[config.mk]
export PLATFORM = sky130hd
export DESIGN_NAME = txpe_handler
export DESIGN_NICKNAME = d
export VERILOG_FILES = /design/src/hw/txpe_pkg.sv /design/src/hw/txpe_handler.sv
export SDC_FILE = /design/constraint.sdc
export NUM_CORES = 2
export LEC_CHECK = 0
export ABC_CLOCK_PERIOD_IN_PS = 31700
export BUFFER_PORTS_ARGS = -buffer_cell sky130_fd_sc_hd__buf_2
export CAP_MARGIN = 20
export CORE_AREA = 2 2 453 455
export DETAILED_ROUTE_END_ITERATION = 7
export DIE_AREA = 0 0 455 457
export PLACE_DENSITY = 0.56
export SYNTH_ARGS = -nofsm -noshare
export SYNTH_HDL_FRONTEND = slang
export SYNTH_SLANG_ARGS = --single-unit
[constraint.sdc]
create_clock -name pclk -period 31.7 [get_ports pclk]
set_input_delay 0 -clock pclk [delete_from_list [all_inputs] [get_ports pclk]]
set_output_delay 0 -clock pclk [all_outputs]
set_load 0.05 [all_outputs]
[src/hw/txpe_pkg.sv]
// Package for the transmit packet-end handler of the segmented user bus.
// Assumes a single pclk domain; the handler, checker and testbench import it.
package txpe_pkg;
  // ==========================================================
  // Bus geometry
  localparam int TXPE_SEGS = 4;
  localparam int TXPE_DATA_W = 128;
  localparam int TXPE_EMPTY_W = 4;
  localparam int TXPE_BYTES = 16;
  localparam logic [4:0] TXPE_BYTES_C = 5'h10;
  localparam logic [2:0] TXPE_EMPTY_LOW_ZERO = 3'h0;
  // Error control block pattern that replaces the last word
  localparam logic [127:0] TXPE_ERR_WORD = {16{8'hFE}};
  // ==========================================================
  // APB register map
  localparam logic [11:0] TXPE_CTRL_OFF = 12'h000;
  localparam logic [11:0] TXPE_PKT_CNT_OFF = 12'h004;
  localparam logic [11:0] TXPE_ERR_CNT_OFF = 12'h008;
  localparam logic [11:0] TXPE_STATUS_OFF = 12'h00C;
  localparam int TXPE_CTRL_EN_BIT = 0;
  localparam int TXPE_CTRL_CLR_BIT = 1;
  localparam logic [31:0] TXPE_CTRL_RESET = 32'h0000_0001;
endpackage

[src/hw/txpe_handler.sv]
// Transmit packet-end handler for a four-segment user bus.
// Assumes user logic on the pclk domain drives the segment signals.
//
// Operation
// - End flag only on a packet's last word
// - End flag read only when valid
// - Error flag read only with valid and end
// - Bad packet marked by error on last word
// - Errored last word replaced by error word
// - Errored packet skips frame check once
// - Four-bit empty count on last word
// - Empty count used only with valid, end
// - Error forces low empty bits to zero
// - Four independent segment signal sets
// - Segment signals sampled only when valid; a non-valid segment's data still passes through to out_data
// - 128-bit payload captured on every valid
// - Start flag only on first transfer
//
// Chosen here: the register addresses and the APB interface to the registers.
`timescale 1ns/10ps
`default_nettype none
module txpe_handler
  import txpe_pkg::*;
(
  // Clock, reset, enable
  input wire logic pclk,
  input wire logic presetn,
  input wire logic clk_en,
  // APB slave
  input wire logic psel,
  input wire logic penable,
  input wire logic pwrite,
  input wire logic [11:0] paddr,
  input wire logic [31:0] pwdata,
  output logic [31:0] prdata,
  output logic pready,
  output logic pslverr,
  // Segmented user bus in
  input wire logic [TXPE_SEGS-1:0] seg_valid,
  input wire logic [TXPE_SEGS-1:0] seg_start,
  input wire logic [TXPE_SEGS-1:0] seg_end,
  input wire logic [TXPE_SEGS-1:0] seg_err,
  input wire logic [TXPE_SEGS*TXPE_EMPTY_W-1:0] seg_empty,
  input wire logic [TXPE_SEGS*TXPE_DATA_W-1:0] seg_data,
  output logic in_ready,
  // Processed stream out
  output logic out_valid,
  input wire logic out_ready,
  output logic [TXPE_SEGS*TXPE_DATA_W-1:0] out_data,
  output logic [TXPE_SEGS-1:0] out_start,
  output logic [TXPE_SEGS-1:0] out_end,
  output logic [TXPE_SEGS*5-1:0] out_bytes,
  output logic [TXPE_SEGS-1:0] out_fcs_skip
);

  // ==========================================================
  // Per-segment decode
  localparam int W = TXPE_SEGS*TXPE_DATA_W + TXPE_SEGS*8;
  logic [TXPE_SEGS*TXPE_DATA_W-1:0] proc_data;
  logic [TXPE_SEGS-1:0] proc_start;
  logic [TXPE_SEGS-1:0] proc_end;
  logic [TXPE_SEGS*5-1:0] proc_bytes;
  logic [TXPE_SEGS-1:0] proc_skip;
  logic [TXPE_SEGS-1:0] seg_bad;
  logic en_reg;

  always_comb
  begin
    for (int s = 0; s < TXPE_SEGS; s++)
    begin
      logic [3:0] mty;
      logic v_end;
      logic v_err;
      mty = seg_empty[s*TXPE_EMPTY_W +: TXPE_EMPTY_W];
      // Flags count only with valid, and error only with end
      v_end = seg_valid[s] & seg_end[s];
      v_err = v_end & seg_err[s];
      seg_bad[s] = v_err;
      proc_start[s] = seg_valid[s] & seg_start[s];
      proc_end[s] = v_end;
      if (v_err)
        mty = {mty[3], TXPE_EMPTY_LOW_ZERO};
      // Full word for a valid segment unless it is a qualified last word; zero bytes when not valid
      if (v_end)
        proc_bytes[s*5 +: 5] = TXPE_BYTES_C - {1'b0, mty};
      else if (seg_valid[s])
        proc_bytes[s*5 +: 5] = TXPE_BYTES_C;
      else
        proc_bytes[s*5 +: 5] = 5'h00;
      proc_data[s*TXPE_DATA_W +: TXPE_DATA_W] = v_err ? TXPE_ERR_WORD
        : seg_data[s*TXPE_DATA_W +: TXPE_DATA_W];
      proc_skip[s] = v_err;
    end
  end

  // ==========================================================
  // Two-entry buffer so an output stall loses nothing
  logic [W-1:0] buf_mem [0:1];
  logic wr_ptr_reg;
  logic rd_ptr_reg;
  logic [1:0] count_reg;
  logic push;
  logic pop;
  logic [W-1:0] push_word;
  logic [W-1:0] head;

  assign push_word = {proc_data, proc_start, proc_end, proc_skip, proc_bytes};
  // Take a beat only when in_ready promised room, so a held beat is not pushed twice
  assign push = clk_en & en_reg & in_ready & (|seg_valid) & (count_reg != 2'h2);
  // The head leaves the buffer when it moves into the output register
  assign pop = out_load;
  assign head = buf_mem[rd_ptr_reg];

  always_ff @(posedge pclk)
  begin
    if (push)
      buf_mem[wr_ptr_reg] <= push_word;
  end

  always_ff @(posedge pclk or negedge presetn)
  begin
    if (!presetn)
    begin
      wr_ptr_reg <= 1'b0;
      rd_ptr_reg <= 1'b0;
      count_reg <= 2'h0;
    end
    else if (clk_en)
    begin
      if (push)
        wr_ptr_reg <= ~wr_ptr_reg;
      if (pop)
        rd_ptr_reg <= ~rd_ptr_reg;
      count_reg <= count_reg + {1'b0, push} - {1'b0, pop};
    end
  end

  // Output register stage; refilled from the buffer head
  logic out_load;
  logic [1:0] count_next;
  assign out_load = clk_en & (count_reg != 2'h0) & (~out_valid | out_ready);
  assign count_next = count_reg + {1'b0, push} - {1'b0, pop};

  always_ff @(posedge pclk or negedge presetn)
  begin
    if (!presetn)
    begin
      out_valid <= 1'b0;
      out_data <= '0;
      out_start <= '0;
      out_end <= '0;
      out_fcs_skip <= '0;
      out_bytes <= '0;
    end
    else if (clk_en)
    begin
      if (out_load)
      begin
        out_valid <= 1'b1;
        {out_data, out_start, out_end, out_fcs_skip, out_bytes} <= head;
      end
      else if (out_ready)
        out_valid <= 1'b0;
    end
  end

  always_ff @(posedge pclk or negedge presetn)
  begin
    if (!presetn)
      in_ready <= 1'b0;
    else if (clk_en)
      // Ready next cycle only if the buffer will still have a free slot
      in_ready <= en_reg & (count_next != 2'h2);
  end

  // ==========================================================
  // APB registers: control, packet and error counts, status
  logic [31:0] pkt_cnt_reg;
  logic [31:0] err_cnt_reg;
  logic clr_cnt;
  logic apb_wr;
  logic [2:0] ends_n;
  logic [2:0] errs_n;

  assign apb_wr = psel & penable & pwrite & pready;
  assign clr_cnt = apb_wr & (paddr == TXPE_CTRL_OFF) & pwdata[TXPE_CTRL_CLR_BIT];

  always_comb
  begin
    ends_n = 3'h0;
    errs_n = 3'h0;
    for (int s = 0; s < TXPE_SEGS; s++)
    begin
      ends_n = ends_n + {2'h0, proc_end[s]};
      errs_n = errs_n + {2'h0, seg_bad[s]};
    end
  end

  always_ff @(posedge pclk or negedge presetn)
  begin
    if (!presetn)
      en_reg <= TXPE_CTRL_RESET[TXPE_CTRL_EN_BIT];
    else if (clk_en && apb_wr && paddr == TXPE_CTRL_OFF)
      en_reg <= pwdata[TXPE_CTRL_EN_BIT];
  end

  // A clear in the same cycle as counting restarts the counts from this beat's ends and errors
  always_ff @(posedge pclk or negedge presetn)
  begin
    if (!presetn)
    begin
      pkt_cnt_reg <= '0;
      err_cnt_reg <= '0;
    end
    else if (clk_en)
    begin
      if (push)
      begin
        pkt_cnt_reg <= (clr_cnt ? 32'h0 : pkt_cnt_reg) + {29'h0, ends_n};
        err_cnt_reg <= (clr_cnt ? 32'h0 : err_cnt_reg) + {29'h0, errs_n};
      end
      else if (clr_cnt)
      begin
        pkt_cnt_reg <= '0;
        err_cnt_reg <= '0;
      end
    end
  end

  // One wait state: answer in the second access cycle
  always_ff @(posedge pclk or negedge presetn)
  begin
    if (!presetn)
    begin
      pready <= 1'b0;
      prdata <= '0;
      pslverr <= 1'b0;
    end
    else if (clk_en)
    begin
      pready <= psel & penable & ~pready;
      pslverr <= 1'b0;
      prdata <= '0;
      if (psel && penable && !pready)
      begin
        case (paddr)
          TXPE_CTRL_OFF: prdata <= {31'h0, en_reg};
          TXPE_PKT_CNT_OFF: prdata <= pkt_cnt_reg;
          TXPE_ERR_CNT_OFF: prdata <= err_cnt_reg;
          TXPE_STATUS_OFF: prdata <= {29'h0, out_valid, count_reg};
          default: pslverr <= 1'b1;
        endcase
      end
    end
  end

endmodule
`default_nettype wire

[Word-level counts from Yosys, hierarchy flattened]
Memories as Yosys holds them, arrays and structs flattened. A register that Yosys moved wholly into a read port is not among the register bits.
Cells that the tools add are included.
Operators by class
  mux-type cells: 28
  equal/unequal tests: 5
  bitwise operators: 30
  reduce and logical (&&, ||, !) cells: 14
  add/sub/neg operators: 14
Operators by type and width (count)
  $mux W128: 4
  $mux W32: 5
  $pmux W32 S4: 1
  $add A32 B3 Y32: 2
  $mux W5: 8
  $and A1 B1 Y1: 25
  $eq A12 B4 Y1 const B: 2
  $sub A5 B4 Y5 const A: 4
  $eq A12 B3 Y1 const B: 1
  $logic_not A12 Y1: 1
  $mux W3: 4
  $reduce_or A4 Y1: 2
  $add A2 B1 Y3: 2
  $add A3 B1 Y3: 2
  $mux W1: 6
  $reduce_and A2 Y1: 3
  $add A1 B1 Y2: 2
  $logic_and A1 B1 Y1: 4
  $ne A2 B2 Y1 const B: 2
  $not A1 Y1: 4
  $reduce_bool A2 Y1: 2
  $add A2 B1 Y2: 1
  $logic_not A1 Y1: 2
  $sub A2 B1 Y2: 1
  $or A1 B1 Y1: 1
Word-level totals
  bits in writable memories: 1088
  output and inout port bits: 580
  flip-flop bits (word level): 105
  logic and storage cells: 103
  memories kept: 1
  input port bits: 595
Memory list
  buf_mem: words 2, bits a word 544, rd ports 1, clocked after memory_dff 1, write ports 1, RTL line txpe_handler.sv:98  | logic [W-1:0] buf_mem [0:1];

[Depth between registers and ports, before layout]
  depth after elaboration: 8
  depth in mapped cells: 16
  mapped depth without buffers: 12

[Least setup slack after synthesis]
OpenSTA, ideal clock, no wires.
  kind: register to register
  start point: register in_ready
  end point: memory buf_mem[0][0] (netlist bit), enable pin
  buffers on the path: 0
  library setup time: 1.464 ns
  data required time: 30.236 ns
  slack: 6.582 ns
  cell stages (with the launch flop): 5
  clock period less this slack: 25.118 ns
  arrival: 23.654 ns
  cell sequence: dfrtp_1 -> nand3_1 -> nor3_2 -> inv_2 -> nor2_1
Between the ends
  cells in the longest elaborated chain, start to end: 5
RTL lines
  start, declared: RTL line txpe_handler.sv:45  | output logic in_ready,
  start signal, assigned: RTL line txpe_handler.sv:173  | in_ready <= en_reg & (count_next != 2'h2);
  $and A1 B1 Y1 (3 in a row): RTL line txpe_handler.sv:109  | assign push = clk_en & en_reg & in_ready & (|seg_valid) & (count_reg != 2'h2);
  $mux W1: RTL line txpe_handler.sv:116  | if (push)
  $mux W1 (not written as such): RTL line txpe_handler.sv:117  | buf_mem[wr_ptr_reg] <= push_word;
  end, declared: RTL line txpe_handler.sv:98
No other way between the ends.

[Worst setup path in the final report]
  start point: register en_reg
  end point: memory buf_mem[1][159] (netlist bit), enable pin
Between the ends
  cells in the longest elaborated chain, start to end: 6
RTL lines
  start, declared: RTL line txpe_handler.sv:65  | logic en_reg;
  start signal, assigned: RTL line txpe_handler.sv:202  | en_reg <= TXPE_CTRL_RESET[TXPE_CTRL_EN_BIT];
  start signal, assigned: RTL line txpe_handler.sv:204  | en_reg <= pwdata[TXPE_CTRL_EN_BIT];
  $and A1 B1 Y1 (4 in a row): RTL line txpe_handler.sv:109
  $mux W1: RTL line txpe_handler.sv:116
  $mux W1 (not written as such): RTL line txpe_handler.sv:117
No other way between the ends.

==> insert_results.sql <==
INSERT INTO impl_metrics (metric_group, metric, value, unit) VALUES
('floorplan', 'core_area', '0.203', 'mm2'),
('timing', 'clock_skews', '48.0', 'ps'),
('cts', 'clk_pin_slew_worst_paths', '60', 'ps'),
('floorplan', 'dieWidth', '455', 'um'),
('timing', 'relSlewSlack', '24.0', '%'),
('place', 'pre_cts_ws', '25360', 'ps'),
('timing', 'fmax', '163', 'MHz'),
('synthesis', 'synth.ff_latch_count', '1737', ''),
('cts', 'clock_path_buffers', '3', ''),
('timing', 'tightestPinTransition', '1140', 'ps'),
('hold_path', 'hold-path-endpoint', 'buf_mem[1][148]', ''),
('synthesis', 'postSynthAreaPerCell', '14.3', 'um2'),
('hold_path', 'timing.hold.worst.class', 'input port to register', ''),
('power', 'power.density_cell_area', '86.0', 'mW/mm2'),
('final_layout', 'area_growth_syn_to_layout', '36.7', '%'),
('cts', 'post_cts_resize_count', '0', ''),
('synthesis', 'post_synthesis_cell_count', '4668', ''),
('final_layout', 'utilization', '44.7', '%'),
('global_routing', 'antenna_found_initial', '61', ''),
('place', 'numPortBuffers', '1144', ''),
('synthesis', 'syn-num-nets', '5277', ''),
('global_routing', 'global_route_wire_length_before_repair', '298000', 'um'),
('cts', 'insertion_delay', '810', 'ps'),
('power', 'p_leak', '37.9', 'nW'),
('cts', 'cts-buffers-inserted', '183', ''),
('timing', 'finalWorstPathRequiredPeriod', '6140', 'ps'),
('synthesis', 'yosys_warnings', '0', ''),
('drt', 'drtIter0Drc', '3296', ''),
('final_layout', 'largestRegisters', 'buf_mem (1088), out_data (512)', ''),
('synthesis', 'ys_types', '60', ''),
('drt', 'drtPass1Iterations', '8', ''),
('timing', 'final-max-slew-violation-count', '0', ''),
('worst_setup_path', 'worstSetupPathType', 'register to register', ''),
('place', 'place_area', '0.0751', 'mm2'),
('worst_setup_path', 'critical_path.reg2reg.endpoint', 'buf_mem[1][159]', ''),
('place', 'gpl.final_weighted_congestion', '0.839', ''),
('drt', 'wirelength', '204000', 'um'),
('power', 'vdd_drop_max', '0.0754', 'mV'),
('cts', 'tritoncts', 'done', ''),
('worst_setup_path', 'timing.rr.start', 'en_reg', ''),
('final_layout', 'largest-register', 'buf_mem', ''),
('worst_setup_path', 'critical_path.startpoint_type', 'register', ''),
('power', 'fin_total_pwr', '7.83', 'mW'),
('worst_setup_path', 'end_kind', 'register', ''),
('global_routing', 'largest_net_degree_at_the_start_of_global_routing', '129', ''),
('global_routing', 'grt_pass1_vias', '46000', ''),
('drt', 'drcViolationCount', '0', ''),
('drt', 'viasPerCell', '4.66', ''),
('hold_path', 'worst_hold_path_cells', '3', ''),
('worst_setup_path', 'worst-r2r-setup-slack', '25560', 'ps'),
('timing', 'hold_violations', '0', ''),
('drt', 'detail-route-antenna-nets', '0', ''),
('floorplan', 'dieHeight', '457', 'um'),
('status', 'outcome', 'finished clean', ''),
('global_routing', 'gr-usage-all-layers', '19.1', '%'),
('hold_path', 'holdCritStartpoint', 'seg_data[116]', ''),
('worst_setup_path', 'worstPathRequired', '32090', 'ps'),
('timing', 'finalWorstSetupSlack', '25560', 'ps'),
('worst_setup_path', 'critical_path_arrival', '6530', 'ps'),
('synthesis', 'synthArstFlopShare', '37.4', '%'),
('global_routing', 'grt-ovfl-total', '0', ''),
('drt', 'route.vias.total', '45000', ''),
('final_layout', 'fin_area', '0.0910', 'mm2'),
('job', 'maxCapViolations', '0', ''),
('floorplan', 'design.portCount', '1175', ''),
('cts', 'cts_post_setup_buffers_inserted', '0', ''),
('floorplan', 'die_area', '0.208', 'mm2'),
('timing', 'setup_total_negative_slack', '0', 'ps'),
('final_layout', 'largest_register_ffs', '1088', ''),
('cts', 'cts-root-buf', 'sky130_fd_sc_hd__clkbuf_16', ''),
('synthesis', 'syn-cell-area', '0.0666', 'mm2');
## synthesized netlist by cell type, types with 6 or more instances
| cell | instances | area (um2) |
|---|---|---|
| sky130_fd_sc_hd__xor2_1 | 23 | 201 |
| sky130_fd_sc_hd__mux2i_1 | 546 | 5470 |
| sky130_fd_sc_hd__o21ai_0 | 560 | 2800 |
| sky130_fd_sc_hd__a22oi_1 | 31 | 233 |
| sky130_fd_sc_hd__clkbuf_1 | 204 | 766 |
| sky130_fd_sc_hd__xnor2_1 | 33 | 289 |
| sky130_fd_sc_hd__and3_1 | 15 | 93.8 |
| sky130_fd_sc_hd__inv_1 | 60 | 225 |
| sky130_fd_sc_hd__nor2b_1 | 75 | 469 |
| sky130_fd_sc_hd__dfrtp_1 | 648 | 16200 |
| sky130_fd_sc_hd__nor4_1 | 15 | 93.8 |
| sky130_fd_sc_hd__buf_2 | 43 | 215 |
| sky130_fd_sc_hd__fa_1 | 6 | 120 |
| sky130_fd_sc_hd__o22ai_1 | 34 | 213 |
| sky130_fd_sc_hd__buf_1 | 18 | 67.6 |
| sky130_fd_sc_hd__nand3_1 | 22 | 110 |
| sky130_fd_sc_hd__nor2_1 | 29 | 109 |
| sky130_fd_sc_hd__nand2_1 | 640 | 2400 |
| sky130_fd_sc_hd__and2_1 | 13 | 81.3 |
| sky130_fd_sc_hd__nor3_1 | 17 | 85.1 |
| sky130_fd_sc_hd__o211ai_1 | 7 | 52.6 |
| sky130_fd_sc_hd__ha_1 | 8 | 100 |
| sky130_fd_sc_hd__edfxtp_1 | 1088 | 32700 |
| sky130_fd_sc_hd__or2_2 | 448 | 2800 |
| sky130_fd_sc_hd__or3_1 | 6 | 37.5 |
| sky130_fd_sc_hd__nand4_1 | 19 | 119 |
## final cells by class
type,count,area (um2)
Inverter,61,233
Clock inverter,63,663
Antenna cell,36,90.1
Timing Repair Buffer,2185,16100
Multi-Input combinational cell,2604,16400
Fill cell,18400,112000
Tap cell,2688,3360
Sequential cell,1737,48900
Clock buffer,281,5250
## cells by family (layout without fill, tap and decap cells)
group                      Yosys count  after routing  synth area share [%]
DFF                               1737           1737                  73.5
and+or+nand+nor                   1317           1317                  9.83
AOI/OAI and AO/OA                  666            666                  5.36
muxes                              551            551                  8.32
buffers and inverters              327           2590                  1.93
xor gates and xnor gates            56             56                 0.737
adders and majority gates           14             14                 0.331
other                                0             36                     0
## power by group
group | internal [mW] | switching [mW]
Clock | 1.22 | 0.900
Sequential | 2.75 | 0.194
Combinational | 0.693 | 2.08
## layer usage
metal | vias up | routed length, um | global-route usage, %
met2 | 1326 | 97400 | 31.3
met4 | 34 | 8220 | 7.93
met5 | - | 221 | 0
li1 | 20800 | - | -
met1 | 22500 | 83100 | 23.7
met3 | 350 | 15100 | 5.02
## how the worst max path moves through the flow
stage                        start               to  cells after the start
after floorplan           in_ready    buf_mem[0][0]                      4
after global placement      clk_en  buf_mem[1][124]                      9
final                       en_reg  buf_mem[1][159]                      7
after global routing        en_reg  buf_mem[1][130]                      7
after CTS                   en_reg  buf_mem[1][130]                      7
after detailed placement    clk_en  buf_mem[1][124]                      9
## placed cells by master (no fill, tap or decap), types with 8 or more instances in the layout
master | synthesis | routed
sky130_fd_sc_hd__a22oi_1 | 31 | 31
sky130_fd_sc_hd__and3_1 | 15 | 14
sky130_fd_sc_hd__clkbuf_1 | 204 | 72
sky130_fd_sc_hd__ha_1 | 8 | 8
sky130_fd_sc_hd__nand4_1 | 19 | 19
sky130_fd_sc_hd__nor2b_1 | 75 | 75
sky130_fd_sc_hd__nand2_1 | 640 | 640
sky130_fd_sc_hd__bufinv_16 | 0 | 9
sky130_fd_sc_hd__mux2i_1 | 546 | 546
sky130_fd_sc_hd__dfrtp_1 | 648 | 647
sky130_fd_sc_hd__nor2_1 | 29 | 28
sky130_fd_sc_hd__xor2_1 | 23 | 23
sky130_fd_sc_hd__o21ai_0 | 560 | 560
sky130_fd_sc_hd__diode_2 | 0 | 36
sky130_fd_sc_hd__edfxtp_1 | 1088 | 1088
sky130_fd_sc_hd__nand3_1 | 22 | 22
sky130_fd_sc_hd__dlygate4sd3_1 | 0 | 974
sky130_fd_sc_hd__o22ai_1 | 34 | 34
sky130_fd_sc_hd__nor4_1 | 15 | 15
sky130_fd_sc_hd__buf_4 | 1 | 62
sky130_fd_sc_hd__clkbuf_8 | 0 | 22
sky130_fd_sc_hd__clkinv_2 | 0 | 27
sky130_fd_sc_hd__inv_1 | 60 | 57
sky130_fd_sc_hd__buf_2 | 43 | 1143
sky130_fd_sc_hd__xnor2_1 | 33 | 33
sky130_fd_sc_hd__and2_1 | 13 | 12
sky130_fd_sc_hd__clkbuf_16 | 0 | 187
sky130_fd_sc_hd__or2_2 | 448 | 448
sky130_fd_sc_hd__nor3_1 | 17 | 17
sky130_fd_sc_hd__clkinv_1 | 0 | 16
## what timing repair did
action,CTS,global route
endpoints found under the setup margin,0,0
endpoints found under the hold margin,1368,0
hold buffers,975,0
## worst max-delay path: stages (launching register included)
cell and delay [ps]:
sky130_fd_sc_hd__dfstp_2 560, sky130_fd_sc_hd__nand3_1 120, sky130_fd_sc_hd__nor3_2 720, sky130_fd_sc_hd__and2_4 870, sky130_fd_sc_hd__buf_4 870, sky130_fd_sc_hd__buf_4 790
sky130_fd_sc_hd__buf_4 750, sky130_fd_sc_hd__buf_4 820
No activity file was read; power rests on OpenSTA's default activity.
